<file path="src/msc_pkg.sv">
// Package of constants and types for the miscellaneous system registers
package msc_pkg;

  // Register byte offsets
  localparam logic [8:0] OFF_PATTERN = 9'h064;
  localparam logic [8:0] OFF_HARDWARE_CONFIG = 9'h074;
  localparam logic [8:0] OFF_TMR_CFG = 9'h08c;
  localparam logic [8:0] OFF_TMR_CNT = 9'h090;
  localparam logic [8:0] OFF_FREE_CNT = 9'h09c;

  // Field positions
  localparam int READY_BIT = 27;
  localparam int STRAP2_BIT = 26;
  localparam int STRAP1_BIT = 25;
  localparam int TIMER_EN_BIT = 29;

  // Reset and fixed values
  localparam logic [31:0] PATTERN_VAL = 32'h87654321;
  localparam logic [15:0] PRELOAD_RST = 16'hffff;
  localparam logic [15:0] COUNT_RST = 16'hffff;
  localparam logic [31:0] FREE_RST = 32'h00000000;

  // Timing
  localparam int CLK_MHZ = 50;
  localparam int FREE_MHZ = 25;
  localparam int FREE_DIV = CLK_MHZ / FREE_MHZ;
  localparam int FREE_SETTLE_NS = 160;
  localparam int FREE_SETTLE_CYC = (FREE_SETTLE_NS * CLK_MHZ) / 1000;
  localparam int TICK_NS = 1000;
  localparam int TICK_CYC = (TICK_NS * CLK_MHZ) / 1000;
  localparam int READY_CYC = 16;

  // Register access request from the serial management front end
  typedef struct packed {
    logic rd;
    logic wr;
    logic half;
    logic hi;
    logic [8:0] addr;
    logic [31:0] wdata;
  } msc_req_s;

  // State of the register bank
  typedef struct packed {
    logic ready;
    logic [15:0] rdy_cnt;
    logic strap_hold;
    logic [1:0] strap;
    logic [1:0] xover;
    logic tmr_en;
    logic [15:0] preload;
    logic [15:0] count;
    logic [15:0] pre_cnt;
    logic tmr_irq;
    logic rdy_irq;
    logic [31:0] rd_data;
    logic rd_valid;
  } msc_main_s;

  localparam msc_main_s MAIN_RST = '{
    ready: 1'b0, rdy_cnt: 16'h0000, strap_hold: 1'b1, strap: 2'h0,
    xover: 2'h0, tmr_en: 1'b0, preload: PRELOAD_RST, count: COUNT_RST,
    pre_cnt: 16'h0000, tmr_irq: 1'b0, rdy_irq: 1'b0,
    rd_data: 32'h00000000, rd_valid: 1'b0};

  // State of the free-running counter
  typedef struct packed {
    logic phase;
    logic [31:0] count;
  } msc_free_s;

  localparam msc_free_s FREE_STATE_RST = '{phase: 1'b0, count: FREE_RST};

endpackage : msc_pkg

</file>
<file path="src/msc_csr.sv">
// Miscellaneous system registers: pattern, config, timer, free counter
// Summary of operation
// - Pattern register returns fixed 87654321h
// - Pattern readable unready; never valid during reset
// - Either 16-bit half readable on its own
// - Ready bit 27 set after stabilising from reset
// - Ready rise raises interrupt when enabled
// - Hardware config pollable while unready; reads during reset unanswered
// - Bits 26:25 latch straps; loader may rewrite
// - PHY override bits override latched straps
// - Bit 29 runs timer; clear halts; resets 0
// - Enable falling edge forces preload to FFFFh
// - Preload bits 15:0 give countdown start value
// - Timer raises periodic interrupts every preload+1 ticks
// - Count register shows live value, resets FFFFh
// - 32-bit counter from zero at 25 MHz
// - Free counter wraps to zero and continues
// - Free counter clears within 160 ns
`timescale 1ns/1ps
module msc_csr
  import msc_pkg::*;
#(
  parameter int READY_CYCLES = READY_CYC,
  parameter int TICK_CYCLES = TICK_CYC
)
(
  // Clock and resets
  input wire logic clk,
  input wire logic rst_n,
  input wire logic dig_rst,
  // Register access from the serial management front end
  input wire msc_req_s acc,
  output logic [31:0] rd_data_q,
  output logic rd_valid_q,
  // Straps and loader
  input wire logic [1:0] strap_in,
  input wire logic eep_wr,
  input wire logic [1:0] eep_strap,
  // Port PHY crossover overrides
  input wire logic [1:0] ovr_ctrl,
  input wire logic [1:0] ovr_state,
  output logic [1:0] crossover_en_q,
  // Events for the interrupt controller
  input wire logic ready_irq_en,
  output logic ready_q,
  output logic ready_irq_q,
  output logic timer_irq_q
);

  localparam logic [15:0] READY_LAST = 16'(READY_CYCLES - 1);
  localparam logic [15:0] TICK_LAST = 16'(TICK_CYCLES - 1);

  if (READY_CYCLES < 1 || READY_CYCLES > 65536)
  begin : g_bad_ready
    $error("msc_csr READY_CYCLES out of range");
  end
  if (TICK_CYCLES < 1 || TICK_CYCLES > 65536)
  begin : g_bad_tick
    $error("msc_csr TICK_CYCLES out of range");
  end

  msc_main_s q;
  msc_main_s d;
  logic [31:0] free_cnt;
  logic cfg_wr;
  logic new_en;

  msc_free_count u_free (
    .clk(clk),
    .rst_n(rst_n),
    .srst(dig_rst),
    .count_q(free_cnt)
  );

  // Assemble the full 32-bit word of a register
  function automatic logic [31:0] read_word(input logic [8:0] a,
                                            input msc_main_s s,
                                            input logic [31:0] fr);
    logic [31:0] w;
    w = 32'h00000000;
    case (a)
      OFF_PATTERN: w = PATTERN_VAL;
      OFF_HARDWARE_CONFIG:
      begin
        w[READY_BIT] = s.ready;
        w[STRAP2_BIT] = s.strap[1];
        w[STRAP1_BIT] = s.strap[0];
      end
      OFF_TMR_CFG:
      begin
        w[TIMER_EN_BIT] = s.tmr_en;
        w[15:0] = s.preload;
      end
      OFF_TMR_CNT: w[15:0] = s.count;
      OFF_FREE_CNT: w = fr;
      default: w = 32'h00000000;
    endcase
    return w;
  endfunction : read_word

  // Writes are refused until ready
  assign cfg_wr = acc.wr && q.ready && acc.addr == OFF_TMR_CFG;
  assign new_en = acc.wdata[TIMER_EN_BIT];

  always_comb
  begin
    logic [31:0] word;
    word = read_word(acc.addr, q, free_cnt);
    d = q;
    d.rd_valid = 1'b0;
    d.tmr_irq = 1'b0;
    d.rdy_irq = 1'b0;

    // Strap capture at reset release, loader rewrite afterwards
    if (q.strap_hold)
    begin
      d.strap = strap_in;
      d.strap_hold = 1'b0;
    end
    else if (eep_wr)
    begin
      d.strap = eep_strap;
    end

    // Effective crossover enable towards the PHYs
    for (int i = 0; i < 2; i++)
    begin
      d.xover[i] = ovr_ctrl[i] ? ovr_state[i] : q.strap[i];
    end

    // Ready after a settling delay
    if (!q.ready)
    begin
      if (q.rdy_cnt == READY_LAST)
      begin
        d.ready = 1'b1;
        d.rdy_irq = ready_irq_en;
      end
      else
      begin
        d.rdy_cnt = q.rdy_cnt + 16'h0001;
      end
    end

    // General timer countdown
    if (q.tmr_en)
    begin
      if (q.pre_cnt == TICK_LAST)
      begin
        d.pre_cnt = 16'h0000;
        if (q.count == 16'h0000)
        begin
          d.count = q.preload;
          d.tmr_irq = 1'b1;
        end
        else
        begin
          d.count = q.count - 16'h0001;
        end
      end
      else
      begin
        d.pre_cnt = q.pre_cnt + 16'h0001;
      end
    end

    // Timer configuration write
    if (cfg_wr)
    begin
      d.tmr_en = new_en;
      d.preload = acc.wdata[15:0];
      if (q.tmr_en && !new_en)
      begin
        d.preload = PRELOAD_RST;
      end
      if (!q.tmr_en && new_en)
      begin
        d.count = acc.wdata[15:0];
        d.pre_cnt = 16'h0000;
      end
    end

    // Register read, full word or either half alone
    if (acc.rd)
    begin
      d.rd_valid = 1'b1;
      if (acc.half)
      begin
        d.rd_data = {16'h0000, acc.hi ? word[31:16] : word[15:0]};
      end
      else
      begin
        d.rd_data = word;
      end
    end

    // Digital reset returns everything to reset values
    if (dig_rst)
    begin
      d = MAIN_RST;
    end
  end

  always_ff @(posedge clk or negedge rst_n)
  begin
    if (!rst_n)
    begin
      q <= MAIN_RST;
    end
    else
    begin
      q <= d;
    end
  end

  assign rd_data_q = q.rd_data;
  assign rd_valid_q = q.rd_valid;
  assign crossover_en_q = q.xover;
  assign ready_q = q.ready;
  assign ready_irq_q = q.rdy_irq;
  assign timer_irq_q = q.tmr_irq;
endmodule : msc_csr

</file>
<file path="src/msc_free_count.sv">
// Free-running 32-bit counter advancing at 25 MHz
`timescale 1ns/1ps
module msc_free_count
  import msc_pkg::*;
(
  // Clock and reset
  input wire logic clk,
  input wire logic rst_n,
  input wire logic srst,
  // Count
  output logic [31:0] count_q
);

  msc_free_s q;
  msc_free_s d;

  if (FREE_DIV != 2)
  begin : g_bad_div
    $error("msc_free_count serves only a divide by two");
  end

  always_comb
  begin
    d = q;
    d.phase = ~q.phase;
    if (q.phase)
    begin
      d.count = q.count + 32'h00000001;
    end
    if (srst)
    begin
      d = FREE_STATE_RST;
    end
  end

  always_ff @(posedge clk or negedge rst_n)
  begin
    if (!rst_n)
    begin
      q <= FREE_STATE_RST;
    end
    else
    begin
      q <= d;
    end
  end

  assign count_q = q.count;
endmodule : msc_free_count

</file>
<file path="config.mk">
export PLATFORM = sky130hd
export DESIGN_NAME = msc_csr
export DESIGN_NICKNAME = d
export VERILOG_FILES = /design/src/msc_pkg.sv /design/src/msc_csr.sv /design/src/msc_free_count.sv
export SDC_FILE = /design/constraint.sdc
export NUM_CORES = 1
export LEC_CHECK = 0
export ABC_AREA = 1
export BUFFER_PORTS_ARGS = -buffer_cell sky130_fd_sc_hd__clkbuf_2
export CORE_MARGIN = 2
export CORE_UTILIZATION = 54
export CTS_CLUSTER_DIAMETER = 50
export DETAILED_ROUTE_END_ITERATION = 7
export GPL_TIMING_DRIVEN = 0
export PLACE_DENSITY_LB_ADDON = 0.2
export SYNTH_ARGS = -nofsm -noshare
export SYNTH_HDL_FRONTEND = slang
export SYNTH_HIERARCHICAL = 1
export SYNTH_SLANG_ARGS = --single-unit
export TNS_END_PERCENT = 50
</file>
<file path="constraint.sdc">
create_clock -name clk -period 1.5 [get_ports clk]
set_input_delay 0.225 -clock clk [delete_from_list [all_inputs] [get_ports clk]]
set_output_delay 0.225 -clock clk [all_outputs]
set_load 0.005 [all_outputs]
</file>
==> impl_metrics.tcl <==
set metrics [dict create \
    worstHoldPathCells 3 \
    grt_first_pass_wirelength_um 39900 \
    die_area_mm2 0.0177 \
    p_sw_mw 2.16 \
    p_leak_nw 5.26 \
    relSlewSlack_pct 58.1 \
    r2r_slack_ns -0.07 \
    antenna_found_initial 0 \
    p_comb_share_pct 6.1 \
    grt_use_total_pct 28.3 \
    hold_viol_final 0 \
    drt_wl_total_um 25500 \
    cts_buffers 17 \
    post_synth_fa_ha_maj_area_fraction_pct 0.834 \
    synth_cells 1236 \
    ys_types 48 \
    hold_path_end "crossover_en_q[0]$_DFF_PN0_" \
    critPathRequiredTime_ns 1.85 \
    finalMaxSlewViolations 0 \
    grt_max_degree 82 \
    clkLatencyLatePin_ns 0.44 \
    floorplan.initialDensity_pct 54.8 \
    rsz0062_at_grt "true" \
    wire_per_inst_um 15.9 \
    synthSimpleGateAreaFrac_pct 37.6 \
    drtIter0Drc 830 \
    crit_fanout 5 \
    cts_num_sinks 139 \
    setup_viol 30 \
    clock_path_buffers 2 \
    clock-root-buffer "clkbuf_16" \
    vias 8744 \
    avgSynthCellArea_um2 7.28 \
    clkPwrFrac_pct 49.6 \
    worstRegToRegCells 7 \
    vdd_drop_max_v 0.000790 \
    overflow 0 \
    drtPass1Iterations 5 \
    outcome "finished, violations left" \
    fin_ws_ns -0.0673 \
    synthMuxAreaShare_pct 0 \
    swShare_pct 25.1 \
    cp-start-kind "register" \
    synth_compound_area_share_pct 7.69 \
    p_per_area_mw_per_mm2 774 \
    via_per_inst 5.47 \
    dp_hpwl_um 17900 \
    crit_path_end_kind "register" \
    drive_gt1_share_pct 31.0 \
    post-place-cells 1537 \
    fp-row-count 47 \
    p_total_mw 8.58 \
    hp-class "primary input to register" \
    synthToLayoutAreaGrowth_pct 23.3 \
    fillers 1395 \
    htreeDepth 4 \
    gp_congestion 0.979 \
    drtAntennaViolNets 0 \
    synth_warnings 6 \
    hold_start "ovr_state[0]" \
    synth_seq_cells 139 \
    nNetsFinal 1431 \
    die_width_um 133 \
    r2r-end "q[104]$_DFFE_PN0P_" \
    most-common-layout-cells "nand2_1 (316), nor2_1 (143), nand3_1 (134)" \
    seqPwrFrac_pct 44.3 \
    stdcell_count 1600 \
    io_buffers 80 \
    cts_tree "yes" \
    layout_commonest_cell "nand2_1" \
    cts.clk_slew.worst_paths_ns 0.07 \
    synth-main-ff-cell "dfrtp_1" \
    synth-seq-area-share_pct 39.1 \
    die_h_um 133 \
    fin_crit_sh_pct 104 \
    final.min_clock_period_ns 1.57 \
    syn_area_mm2 0.00900 \
    worst_slew_pin_slew_ns 0.628 \
    core_area_mm2 0.0164 \
    pin_count 96 \
    violations "negative setup slack" \
    finClkSkew_ns 0.0100 \
    reg2reg_from "q[94]$_DFFE_PN0P_" \
    p_int_mw 6.43 \
    critical_path_class "register to register" \
    diodes 0 \
    fmax_mhz 638 \
    synth-async-reset-ratio_pct 100 \
    drc_errors 0 \
    synth-edff-count 0 \
    crit_slowest_cell "dfrtp_1" \
    synth_top_family_by_area "simple AND/OR/NAND/NOR gates" \
    first_global_vias 8039 \
    path_cells "inv_1, nand3_1, nor3_4, nand3_4, o21ai_4, nand2_1, o21ai_1" \
    cp.arrival_ns 1.92 \
    max_stage_delay_ns 0.42 \
    drv_cap 0 \
    synth_xor_area_share_pct 2.04 \
    synth.net_count 1300 \
]
area by class of cell:
| type | count | area, µm² | share of cell area, % |
|---|---|---|---|
| buffer | 102 | 783 | 7.06 |
| tap | 220 | 275 | 2.48 |
| multi-input combinational | 892 | 4760 | 42.9 |
| timing repair buffer | 110 | 729 | 6.58 |
| clock inverter | 15 | 166 | 1.50 |
| inverter | 105 | 420 | 3.79 |
| clock buffer | 17 | 425 | 3.84 |
| sequential | 139 | 3530 | 31.9 |
critical path, delay by kind of cell, from the launching register on:
| family | cells | cell delay, ns |
|---|---|---|
| AOI/OAI and AO/OA | 2 | 0.25 |
| buffers and inverters | 1 | 0.11 |
| DFF | 1 | 0.42 |
| and+or+nand+nor | 4 | 0.69 |
synthesized netlist by cell type, types with 3 or more instances:
library cell	count	area share [%]
inv_2	7	0.29
nor2_1	171	7.1
ha_1	6	0.83
dfstp_2	33	9.6
xnor2_1	7	0.68
nor3_1	18	1.0
buf_6	9	1.1
nand2_4	4	0.50
inv_1	92	3.8
a22oi_1	3	0.25
nor2_2	5	0.35
clkbuf_1	7	0.29
dfrtp_1	106	29
o21ai_0	45	2.5
nand2_1	326	14
or2_2	3	0.21
nor2_4	15	1.9
buf_4	70	5.8
buf_2	14	0.78
nor3b_1	3	0.25
nand4_1	16	1.1
a21oi_1	42	2.3
nand2_2	20	1.4
nor2_8	3	0.67
clkinv_1	4	0.17
nand3_1	149	8.3
o21ai_1	3	0.17
a21oi_2	9	0.88
xor2_1	14	1.4
nand3_2	3	0.33
o211ai_1	9	0.75
flip-flops by register name, indices dropped and copies added, names as in the netlist:
| register | cells |
|---|---|
| q | 68 |
| rd_data_q | 32 |
| u_free/count_q | 32 |
| crossover_en_q | 2 |
| rd_valid_q | 1 |
| ready_irq_q | 1 |
| ready_q | 1 |
| timer_irq_q | 1 |
| u_free/q | 1 |
how the worst max path moves through the flow:
stage | start | end | cells past startpoint
6_report | q[94]$_DFFE_PN0P_ | q[104]$_DFFE_PN0P_ | 7
5_1_grt | q[96]$_DFFE_PN0P_ | q[104]$_DFFE_PN0P_ | 7
4_1_cts | q[41]$_DFF_PN0_ | q[48]$_DFF_PN0_ | 8
3_5_place_dp | q[89]$_DFFE_PN0P_ | q[94]$_DFFE_PN0P_ | 5
3_3_place_gp | rst_n | u_free/count_q[18]$_DFFE_PN0N_ | 1
2_1_floorplan | q[51]$_DFF_PN1_ | q[51]$_DFF_PN1_ | 9
stage by stage:
step                      TNS [ns]  instance area [µm²]  hold WS (ns)  util, %  setup WS (ns)
after floorplan                  0                 9000       -0.0706        -        0.00655
after global placement     -271.93                 9670         0.412     58.9          -2.14
after detailed placement     -8.68                 9710         0.242     59.2         -0.291
after CTS                        0                10600       0.00341     64.8       0.000648
after global routing         -4.05                11100        0.0304     67.6         -0.139
final                        -1.18                11100        0.0258     67.6        -0.0673
cell families (layout without fill, tap and decap cells):
logic type | after synthesis | count (layout)
DFF | 139 | 139
adders and majority gates | 6 | 6
buffers and inverters | 207 | 349
and+or+nand+nor | 744 | 745
AOI/OAI and AO/OA | 119 | 120
xor gates and xnor gates | 21 | 21
power by group through the flow:
stage / Clock [mW] / Sequential, mW / Combinational, mW
after floorplan: 0 / 3.86 / 0.226
after global placement: 0 / 3.87 / 0.442
after detailed placement: 0 / 3.87 / 0.462
after CTS: 4.30 / 3.80 / 0.499
after global routing: 4.46 / 3.81 / 0.572
final: 4.26 / 3.80 / 0.520
per-layer routing:
metal  up-vias  share of wire [%]  global-route usage [%]
met2       344                 48                    45.0
met1      4147                 43                    39.0
met3        60                6.0                    4.67
li1       4193                  -                       -
met4         0                3.1                    10.6
met5         -                  0                       0
what timing repair did:
item,in CTS,in global routing
setup buffers,16,6
pin swaps,9,26
hold endpoints to repair,39,1
hold buffers,2,1
resized for setup,47,104
endpoints found under the setup margin,68,78
gates cloned,3,3
Power figures use the tool's default switching activity.
